## src/verilog/fbc_pkg.sv

```systemverilog
package fbc_pkg;
	localparam int          TAP_COUNT    = 5;
	localparam int          SIDE_W       = 12;
	localparam int          CENTER_W     = 18;
	localparam int          SIDE_REG_W   = 16;
	localparam int          CENTER_REG_W = 24;
	localparam int          ADDR_W       = 12;
	localparam int          DATA_W       = 32;
	localparam logic [11:0] TAP1_OFS     = 12'h448;
	localparam logic [11:0] TAP2_OFS     = 12'h44A;
	localparam logic [11:0] TAP3_OFS     = 12'h44C;
	localparam logic [11:0] TAP4_OFS     = 12'h44E;
	localparam logic [11:0] CENTER_OFS   = 12'h450;
	localparam logic [11:0] MODE_OFS     = 12'h460;
	localparam logic [23:0] COEFF_RESET  = 24'h000000;
	localparam logic [31:0] UNMAPPED_VAL = 32'h00000000;
	localparam int          CENTER_IDX   = 4;

	typedef struct packed {
		logic        wr;
		logic        rd;
		logic [11:0] word;
		logic [31:0] wdata;
	} fbc_req_t;
endpackage : fbc_pkg

```

## src/verilog/fbc_bus_if.sv

```systemverilog
`timescale 1ns/1ps
interface fbc_bus_if;
	logic                  wr;
	logic                  rd;
	logic [11:0]           word;
	logic [31:0]           wdata;
	logic [4:0]            hit;
	logic                  mode_hit;
	modport dec (input wr, rd, word, output hit, mode_hit);
	modport top (output wr, rd, word, wdata, input hit, mode_hit);
endinterface : fbc_bus_if

```

## src/verilog/fbc_addr_dec.sv

```systemverilog
`timescale 1ns/1ps
module fbc_addr_dec (
	fbc_bus_if.dec bus
);
	// one-hot select per tap register, offset compared as word index
	always_comb begin
		bus.hit[0]   = (bus.word == fbc_pkg::TAP1_OFS);
		bus.hit[1]   = (bus.word == fbc_pkg::TAP2_OFS);
		bus.hit[2]   = (bus.word == fbc_pkg::TAP3_OFS);
		bus.hit[3]   = (bus.word == fbc_pkg::TAP4_OFS);
		bus.hit[4]   = (bus.word == fbc_pkg::CENTER_OFS);
		bus.mode_hit = (bus.word == fbc_pkg::MODE_OFS);
	end
endmodule : fbc_addr_dec

```

## src/verilog/fbc_coeff_regs.sv

```systemverilog
`timescale 1ns/1ps
module fbc_coeff_regs #(
	// bank shape; only the documented layout is served
	parameter int TAP_NUM   = fbc_pkg::TAP_COUNT,
	parameter int SIDE_BITS = fbc_pkg::SIDE_W,
	parameter int CENT_BITS = fbc_pkg::CENTER_W,
	parameter int SIDE_REG  = fbc_pkg::SIDE_REG_W,
	parameter int CENT_REG  = fbc_pkg::CENTER_REG_W,
	parameter int ADDR_BITS = fbc_pkg::ADDR_W,
	parameter int DATA_BITS = fbc_pkg::DATA_W
) (
	// clock and reset
	input  wire logic        CORE_CLK,
	input  wire logic        RST,
	// avalon-mm slave, word address = register index
	input  wire logic [11:0] AVS_ADDRESS,
	input  wire logic        AVS_READ,
	input  wire logic        AVS_WRITE,
	input  wire logic [31:0] AVS_WRITEDATA,
	input  wire logic [3:0]  AVS_BYTEENABLE,
	output logic      [31:0] AVS_READDATA,
	output logic             AVS_WAITREQUEST,
	// filter datapath side
	output logic signed [11:0] CHAN_B_TAP1_VALUE,
	output logic signed [11:0] CHAN_B_TAP2_VALUE,
	output logic signed [11:0] CHAN_B_TAP3_VALUE,
	output logic signed [11:0] CHAN_B_TAP4_VALUE,
	output logic signed [17:0] CHAN_B_CENTER_VALUE,
	output logic             CHAN_B_FILTER_ACTIVE,
	output logic             DUAL_CHANNEL_MODE
);
	////////////////////////////////////////////////////////////////////////
	// elaboration checks: ports and fields fixed to this layout

	if (TAP_NUM != fbc_pkg::TAP_COUNT) begin : g_chk_taps
		$error("tap count must be five");
	end

	if (SIDE_BITS != fbc_pkg::SIDE_W) begin : g_chk_side
		$error("outer tap field must be twelve bits");
	end

	if (CENT_BITS != fbc_pkg::CENTER_W) begin : g_chk_cent
		$error("centre tap field must be eighteen bits");
	end

	if (SIDE_REG != fbc_pkg::SIDE_REG_W) begin : g_chk_side_reg
		$error("outer tap register must be sixteen bits");
	end

	if (CENT_REG != fbc_pkg::CENTER_REG_W) begin : g_chk_cent_reg
		$error("centre tap register must be twenty-four bits");
	end

	if (ADDR_BITS != fbc_pkg::ADDR_W) begin : g_chk_addr
		$error("address must be twelve bits");
	end

	if (DATA_BITS != fbc_pkg::DATA_W) begin : g_chk_data
		$error("data bus must be thirty-two bits");
	end

	if (fbc_pkg::CENTER_IDX >= TAP_NUM) begin : g_chk_idx
		$error("centre index must lie inside the bank");
	end

	if (fbc_pkg::CENTER_OFS <= fbc_pkg::TAP1_OFS) begin : g_chk_ofs
		$error("centre register must follow the outer taps");
	end

	if (fbc_pkg::COEFF_RESET != '0) begin : g_chk_rst
		$error("coefficient reset value must be zero");
	end

	////////////////////////////////////////////////////////////////////////
	// access phase and registered state

	// access phase: idle or answering
	typedef enum logic [0:0] {
		FBC_IDLE   = 1'b0,
		FBC_ANSWER = 1'b1
	} fbc_phase_t;

	// whole state of the bank
	typedef struct packed {
		// stored register images
		logic [4:0][23:0] coeff;
		logic             dual;
		// bus answer
		fbc_phase_t       phase;
		logic             waitreq;
		logic [31:0]      rdata;
		// copies facing the filter
		logic [3:0][11:0] side_out;
		logic [17:0]      center_out;
		logic             active;
		logic             mode_out;
	} fbc_state_t;

	fbc_state_t s_q;
	fbc_state_t s_d;
	fbc_bus_if  bus ();

	////////////////////////////////////////////////////////////////////////
	// address decode

	assign bus.wr    = AVS_WRITE;
	assign bus.rd    = AVS_READ;
	assign bus.word  = AVS_ADDRESS;
	assign bus.wdata = AVS_WRITEDATA;

	fbc_addr_dec u_dec (
		.bus (bus)
	);

	////////////////////////////////////////////////////////////////////////
	// helpers

	// any bus request, read or write
	function automatic logic is_request(
		input logic rd,
		input logic wr
	);
		return rd || wr;
	endfunction : is_request

	// coefficient bits of an outer tap
	function automatic logic [11:0] side_field(
		input logic [23:0] c
	);
		return c[fbc_pkg::SIDE_W-1:0];
	endfunction : side_field

	// coefficient bits of the centre tap
	function automatic logic [17:0] center_field(
		input logic [23:0] c
	);
		return c[fbc_pkg::CENTER_W-1:0];
	endfunction : center_field

	// upper byte of the bus always reads zero
	function automatic logic [31:0] read_word(
		input logic [23:0] c
	);
		return {8'h00, c};
	endfunction : read_word

	// mode word reads back in bit zero only
	function automatic logic [31:0] mode_word(
		input logic dual
	);
		return {31'h00000000, dual};
	endfunction : mode_word

	// mode bit changes only when its byte lane is enabled
	function automatic logic next_mode(
		input logic        old,
		input logic [31:0] wd,
		input logic [3:0]  be
	);
		logic m;
		m = old;
		if (be[0]) begin
			m = wd[0];
		end
		return m;
	endfunction : next_mode

	// writable bits of one register, reserved bits included
	function automatic logic [23:0] reg_mask(
		input logic center
	);
		logic [23:0] m;
		m = 24'({fbc_pkg::SIDE_REG_W{1'b1}});
		if (center) begin
			m = {fbc_pkg::CENTER_REG_W{1'b1}};
		end
		return m;
	endfunction : reg_mask

	// byte-enable merge, limited to register width
	function automatic logic [23:0] merge(
		input logic [23:0] old,
		input logic [31:0] wd,
		input logic [3:0]  be,
		input logic        center
	);
		logic [23:0] r;
		r = old;
		for (int b = 0; b < fbc_pkg::CENTER_REG_W / 8; b++) begin
			if (be[b]) begin
				r[b*8 +: 8] = wd[b*8 +: 8];
			end
		end
		return r & reg_mask(center);
	endfunction : merge

	////////////////////////////////////////////////////////////////////////
	// next state

	always_comb begin
		logic       take;
		logic [4:0] wr_sel;
		logic [4:0] rd_sel;

		// hold everything unless changed below
		s_d    = s_q;
		take   = (s_q.phase == FBC_IDLE) && is_request(AVS_READ, AVS_WRITE);
		// write strobe, and readdata select on any access (read or write), one bit per tap register
		wr_sel = bus.hit & {fbc_pkg::TAP_COUNT{take && AVS_WRITE}};
		rd_sel = bus.hit & {fbc_pkg::TAP_COUNT{take}};

		// one answer cycle per access, then back to idle
		case (s_q.phase)
			FBC_IDLE: begin
				// take a request
				if (take) begin
					s_d.phase = FBC_ANSWER;
				end
			end
			FBC_ANSWER: begin
				// waitrequest low this cycle
				s_d.phase = FBC_IDLE;
			end
			default: begin
				s_d.phase = FBC_IDLE;
			end
		endcase

		// unmapped words answer with zero, writes dropped
		if (take) begin
			s_d.rdata = fbc_pkg::UNMAPPED_VAL;
		end

		// tap one, outer
		if (wr_sel[0]) begin
			s_d.coeff[0] = merge(s_q.coeff[0], AVS_WRITEDATA,
				AVS_BYTEENABLE, 1'b0);
		end
		if (rd_sel[0]) begin
			s_d.rdata = read_word(s_q.coeff[0]);
		end

		// tap two, outer
		if (wr_sel[1]) begin
			s_d.coeff[1] = merge(s_q.coeff[1], AVS_WRITEDATA,
				AVS_BYTEENABLE, 1'b0);
		end
		if (rd_sel[1]) begin
			s_d.rdata = read_word(s_q.coeff[1]);
		end

		// tap three, outer
		if (wr_sel[2]) begin
			s_d.coeff[2] = merge(s_q.coeff[2], AVS_WRITEDATA,
				AVS_BYTEENABLE, 1'b0);
		end
		if (rd_sel[2]) begin
			s_d.rdata = read_word(s_q.coeff[2]);
		end

		// tap four, outer
		if (wr_sel[3]) begin
			s_d.coeff[3] = merge(s_q.coeff[3], AVS_WRITEDATA,
				AVS_BYTEENABLE, 1'b0);
		end
		if (rd_sel[3]) begin
			s_d.rdata = read_word(s_q.coeff[3]);
		end

		// tap five, centre
		if (wr_sel[fbc_pkg::CENTER_IDX]) begin
			s_d.coeff[fbc_pkg::CENTER_IDX] = merge(
				s_q.coeff[fbc_pkg::CENTER_IDX], AVS_WRITEDATA,
				AVS_BYTEENABLE, 1'b1);
		end
		if (rd_sel[fbc_pkg::CENTER_IDX]) begin
			s_d.rdata = read_word(s_q.coeff[fbc_pkg::CENTER_IDX]);
		end

		// mode word, bit zero selects dual-channel operation
		if (take && bus.mode_hit) begin
			if (AVS_WRITE) begin
				s_d.dual = next_mode(s_q.dual, AVS_WRITEDATA,
					AVS_BYTEENABLE);
			end
			s_d.rdata = mode_word(s_q.dual);
		end

		// stored fields as seen by the filter datapath
		s_d.side_out[0] = side_field(s_d.coeff[0]);
		s_d.side_out[1] = side_field(s_d.coeff[1]);
		s_d.side_out[2] = side_field(s_d.coeff[2]);
		s_d.side_out[3] = side_field(s_d.coeff[3]);
		s_d.center_out  = center_field(
			s_d.coeff[fbc_pkg::CENTER_IDX]);

		// channel-B bank flagged active to the filter only in dual-channel mode; tap values are driven in both modes
		s_d.active   = s_d.dual;
		s_d.mode_out = s_d.dual;
		s_d.waitreq  = (s_d.phase != FBC_ANSWER);

		// synchronous reset clears the whole bank
		if (RST) begin
			s_d.coeff[0]   = fbc_pkg::COEFF_RESET;
			s_d.coeff[1]   = fbc_pkg::COEFF_RESET;
			s_d.coeff[2]   = fbc_pkg::COEFF_RESET;
			s_d.coeff[3]   = fbc_pkg::COEFF_RESET;
			s_d.coeff[4]   = fbc_pkg::COEFF_RESET;
			s_d.dual       = 1'b0;
			s_d.phase      = FBC_IDLE;
			s_d.waitreq    = 1'b1;
			s_d.rdata      = fbc_pkg::UNMAPPED_VAL;
			s_d.side_out   = '0;
			s_d.center_out = '0;
			s_d.active     = 1'b0;
			s_d.mode_out   = 1'b0;
		end
	end

	////////////////////////////////////////////////////////////////////////
	// state register

	always_ff @(posedge CORE_CLK) begin
		s_q <= s_d;
	end

	////////////////////////////////////////////////////////////////////////
	// outputs straight from the state flops

	// bus side
	assign AVS_WAITREQUEST      = s_q.waitreq;
	assign AVS_READDATA         = s_q.rdata;

	// filter side
	assign CHAN_B_TAP1_VALUE    = $signed(s_q.side_out[0]);
	assign CHAN_B_TAP2_VALUE    = $signed(s_q.side_out[1]);
	assign CHAN_B_TAP3_VALUE    = $signed(s_q.side_out[2]);
	assign CHAN_B_TAP4_VALUE    = $signed(s_q.side_out[3]);
	assign CHAN_B_CENTER_VALUE  = $signed(s_q.center_out);
	assign CHAN_B_FILTER_ACTIVE = s_q.active;
	assign DUAL_CHANNEL_MODE    = s_q.mode_out;
endmodule : fbc_coeff_regs

```

## config.mk

```make
export PLATFORM = sky130hd
export DESIGN_NAME = fbc_coeff_regs
export DESIGN_NICKNAME = d
export VERILOG_FILES = /design/src/verilog/fbc_pkg.sv /design/src/verilog/fbc_bus_if.sv /design/src/verilog/fbc_addr_dec.sv /design/src/verilog/fbc_coeff_regs.sv
export SDC_FILE = /design/constraint.sdc
export NUM_CORES = 1
export LEC_CHECK = 0
export BUFFER_PORTS_ARGS = -buffer_cell sky130_fd_sc_hd__clkbuf_2
export CORE_MARGIN = 5
export CORE_UTILIZATION = 32
export DETAILED_ROUTE_END_ITERATION = 6
export REMOVE_ABC_BUFFERS = 1
export SYNTH_ARGS = -nofsm -noshare
export SYNTH_HDL_FRONTEND = slang
export SYNTH_SLANG_ARGS = --single-unit
```

## constraint.sdc

```tcl
create_clock -name CORE_CLK -period 2.2 [get_ports CORE_CLK]
set_input_delay 0.11 -clock CORE_CLK [delete_from_list [all_inputs] [get_ports CORE_CLK]]
set_output_delay 0.11 -clock CORE_CLK [all_outputs]
set_load 0.01 [all_outputs]
```

# ---- After elaboration in Yosys (flattened, before gate mapping)
# Index checks and enable logic that the tools add are counted.
dict set report op_classes {
  n_eq_ne 6
  muxes 19
  bitwise 5
  n_reduce_logical 16
}
# operator n
set ops {}
lappend ops {{24-bit 2-to-1 mux} 7}
lappend ops {{12-bit by 11-bit equality test with 1-bit output, second input constant} 6}
lappend ops {{8-bit 2-to-1 mux} 6}
lappend ops {{24-bit AND} 1}
lappend ops {{2-bit AND reduction} 8}
lappend ops {{5-bit AND} 2}
lappend ops {{7-bit nonzero test} 1}
lappend ops {{6-bit nonzero test} 1}
lappend ops {{1-bit 2-to-1 mux} 5}
lappend ops {{1-bit logical AND} 3}
lappend ops {{3-bit AND reduction} 1}
lappend ops {{1-bit inverter} 2}
lappend ops {{1-bit case mux with 2 select lines} 1}
lappend ops {{2-bit OR reduction} 1}
lappend ops {{1-bit logical OR} 1}
dict set report totals {
  ff_bits 115
  input_bits 52
  out_inout_bits 101
  wordCells 65
}

# ---- Logic depth before layout (Yosys ltp)
dict set report logic_depth {
  depth_word 9
  ltp_mapped 7
  ltp_nobuf 5
}

# ---- Cells and area by module
# Synthesis repeated with hierarchy kept, for this count alone.
dict set report hier_totals {
  hier_cells 764
  area_unflattened_um2 5753.0
}
# mod n_inst cells_each area_per_inst_um2 seq_area_each_um2
set modules_own_cells {}
lappend modules_own_cells {fbc_coeff_regs 1 747 5639.2 2302.2}
lappend modules_own_cells {fbc_addr_dec 1 17 113.9 0.0}

# ---- Worst setup path before layout
# Ideal clock, no wire load.
dict set report synth_timing {
  path_type {register to register}
  from {register s_q[101] (netlist bit)}
  to {register s_q[131] (netlist bit)}
  setup_time_ns 0.128
  t_arrival_ns 1.590
  t_required_ns 2.072
  slack_ns 0.483
  path_stages_with_launch 7
  path_buffers 1
  synth_period_minus_slack_ns 1.717
  path_cell_list {dfxtp_1 > nor2b_1 > clkbuf_1 > nand2_1 > nor4_4 > mux2i_1 > nor2_1}
}
dict set report synth_between {
  elab_chain_cells 5
}
# item line_no
set synth_rtl {}
lappend synth_rtl {{start, declared} fbc_coeff_regs.sv:100} ;# fbc_state_t s_q;
lappend synth_rtl {{start signal, assigned} fbc_coeff_regs.sv:325} ;# s_q <= s_d;
lappend synth_rtl {{1-bit inverter} fbc_coeff_regs.sv:208} ;# take = (s_q.phase == FBC_IDLE) && is_request(AVS_READ, AVS_WRITE);
lappend synth_rtl {{1-bit logical AND} fbc_coeff_regs.sv:208}
lappend synth_rtl {{1-bit logical AND} fbc_coeff_regs.sv:210} ;# wr_sel = bus.hit & {fbc_pkg::TAP_COUNT{take && AVS_WRITE}};
lappend synth_rtl {{5-bit AND} fbc_coeff_regs.sv:210}
lappend synth_rtl {{2-bit AND reduction (no source line)} -}
# Every way passes these cells.
# A chain may end at the register's enable or synchronous reset.

# ---- Worst setup path in the final report
dict set report layout_timing {
  from {register s_q[101] (netlist bit)}
  to {register s_q[106] (netlist bit)}
}
# The elaborated chain is that of the path after synthesis.

==> metrics.cfg <==
[synthesis]
ys_seq_elements=115
synth_area_leaders=dfxtp_1 (40%), buf_4 (13%), mux2i_1 (11%), nor2_1 (5.6%), a21oi_1 (3.0%)
yosysTopAreaCellShare_pct=40.31
ys.flop_type=dfxtp_1
synth-seq-area-share_pct=40.31
netlist_top_cells_count=dfxtp_1 (115), buf_4 (100), nor2_1 (85)
synth_cells=638
synthArstFlopShare_pct=0
synth_area_per_cell_um2=8.953
synthDistinctLibCells=38
yosysWarnings=0
syn_area_um2=5712
synth_area_leader_cell=dfxtp_1
synth_edf_count=0
synth.most_common_cell=dfxtp_1

[cells_and_area]
final_nets=775
final_area_um2=6967
drive_above_1_share_pct=32.11
area_growth_pct=21.97
nFillCells=1794
utilization_pct=40.00

[sta]
fin_tns_setup_ns=0
max_freq_mhz=562.5
rsz0062_at_grt=false
fin_crit_sh_pct=80.81
drv_slew=0
setup-violations-final=0
fin_ws_ns=0.4223
tightest_slew_ns=0.9665
finClkSkew_ns=0.008302
relSlewSlack_pct=35.39
period_needed_ns=1.778
timing.final.hold_violations=0

[detailed_routing]
routedWlPerCell_um=17.40
wirelength_mm=16.72
viasPerCell=4.843
first_pass_iters=5
drc=0
ant_nets=0
vias=4654
drt_iter0_markers=308

[floorplan]
start_util_pct=32.79
die_y_um=143.6
io_pins=153
placementRows=48
coreArea_um2=17420
die_x_um=143.6
die_area_um2=20620

[run_status]
status=completed

[power]
fin_total_pwr_mw=5.479
p_leak_nw=3.123
vdd_drop_max_v=0.0005687
p_per_area_nw_per_um2=786.4

[clock_tree]
cts_sinks=115
cts_setup_buffers=0
cts.clk_slew.worst_paths_ns=0.05
cts_max_level=4
cts_root_buf=clkbuf_16
clockBufferDepth=2
numCtsBuffers=17
clk_latency_ns=0.42
cts_tree=done

[global_routing]
grt_pass1_wl_mm=25.31
grt_max_degree=40
antenna_found_initial=2
grt_overflow=0
grt_use_total_pct=16.09
grt_pass1_vias=4527

[worst_setup_path]
crit_required_ns=2.54
critPathBufInv=2
r2r_slack_ns=0.42
cpPeakStageDelay_ns=0.35
critPathArrivalTime_ns=2.12
crit_family=simple AND/OR/NAND/NOR gates
worstSetupEndpointType=flop
cp_cell_sequence=nor2b_1 -> nand2_1 -> buf_4 -> nor2_1 -> buf_4 -> nand2_1 -> a21oi_1
crit_fanout=9
cp-start-kind=flop
worstRegToRegCells=7
criticalPathCategory=reg -> reg
cp_slowest_cell=nor2b_1
r2r-end=s_q[106]$_SDFFE_PP0P_
r2r-start=s_q[101]$_SDFF_PP0_

[placement]
placed_cell_area_um2=6088
dp_hpwl_mm=11.71
pre_cts_slack_ns=0.1331
portBuffers=135
place.gp.congestion=0.7839

[hold_path]
hold_class=in -> reg
hold_path_depth=2
hp-start=RST
holdPathEnd=s_q[222]$_SDFFE_PP0P_

[job]
maxCapViolCount=0

## layout by cell type, fill, tap and decap left out, types with 8 or more instances in the layout
| master | instances |
|---|---|
| clkbuf_2 | 134 |
| dfxtp_1 | 115 |
| nor2_1 | 85 |
| mux2i_1 | 65 |
| nand2_1 | 38 |
| a21oi_1 | 34 |
| buf_4 | 33 |
| dlygate4sd3_1 | 24 |
| nand3_1 | 21 |
| inv_1 | 17 |
| clkbuf_16 | 17 |
| o21ai_0 | 16 |
| a211oi_1 | 16 |
| mux2_2 | 15 |
| o22ai_1 | 15 |
| a2111oi_0 | 15 |
| nor3_2 | 12 |
| conb_1 | 8 |
## layout make-up
type / count / area, um2 / area share [%]
inverters: 17 / 63.81 / 0.9159
multi-input cells: 378 / 2477 / 35.56
diodes: 1 / 2.502 / 0.03592
well taps: 225 / 281.5 / 4.041
flip-flops and latches: 115 / 2302 / 33.05
clock inverters: 9 / 151.4 / 2.173
clock buffers: 22 / 484.2 / 6.950
repair buffers: 194 / 1204 / 17.28
## metal layers
layer | vias to the layer above | wire length [um] | GRT usage (%)
met5 | - | 11 | 0
met4 | 2 | 269 | 5.550
met3 | 22 | 1217 | 4.892
met2 | 160 | 7829 | 26.21
met1 | 2188 | 7392 | 20.28
li1 | 2282 | - | -
## timing repair
| action | CTS | global route |
|---|---|---|
| endpoints found under the hold margin | 34 | 0 |
| hold buffers | 24 | 0 |
| gates resized for setup | 0 | 0 |
## power breakdown
| part | leakage (nW) | internal [mW] | total, mW | switching (mW) |
|---|---|---|---|---|
| sequential | 0.929 | 2.11 | 2.12 | 0.0138 |
| combinational | 1.88 | 0.151 | 0.390 | 0.239 |
| clock | 0.312 | 2.00 | 2.97 | 0.963 |
| total | 3.12 | 4.26 | 5.48 | 1.22 |
## worst max-delay path by stage
stage          slack [ns]                 from  cells after the start                            end
2_1_floorplan        0.16             AVS_READ                      4  AVS_READDATA[10]$_SDFFE_PP0P_
3_3_place_gp         0.19       AVS_ADDRESS[1]                      7   AVS_READDATA[5]$_SDFFE_PP0P_
3_5_place_dp         0.13       AVS_ADDRESS[1]                      7   AVS_READDATA[1]$_SDFFE_PP0P_
4_1_cts              0.40  s_q[101]$_SDFF_PP0_                      7          s_q[106]$_SDFFE_PP0P_
5_1_grt              0.26  s_q[101]$_SDFF_PP0_                      7          s_q[106]$_SDFFE_PP0P_
6_report             0.42  s_q[101]$_SDFF_PP0_                      7          s_q[106]$_SDFFE_PP0P_
## state kept, by name, summed over array words and instances, names as in the netlist
name               cells
AVS_READDATA          24
s_q                   89
AVS_WAITREQUEST        1
DUAL_CHANNEL_MODE      1
## metrics by stage
stage,instances,hold slack (ns)
after global routing,961,0.06275
after global placement,905,0.3455
after detailed placement,905,0.3476
after floorplan,510,0.1791
final,961,0.07765
after CTS,960,0.05831
## kinds of logic (layout without fill, tap and decap cells)
logic type | Yosys count | in the layout | synth area share, %
flops | 115 | 115 | 40.31
buf+inv | 152 | 242 | 16.98
simple gates | 186 | 186 | 16.69
mux | 80 | 80 | 14.35
other cells | 1 | 9 | 0.06565
compound gates | 104 | 104 | 11.61
Note: power is estimated with default switching activity, not from simulation.
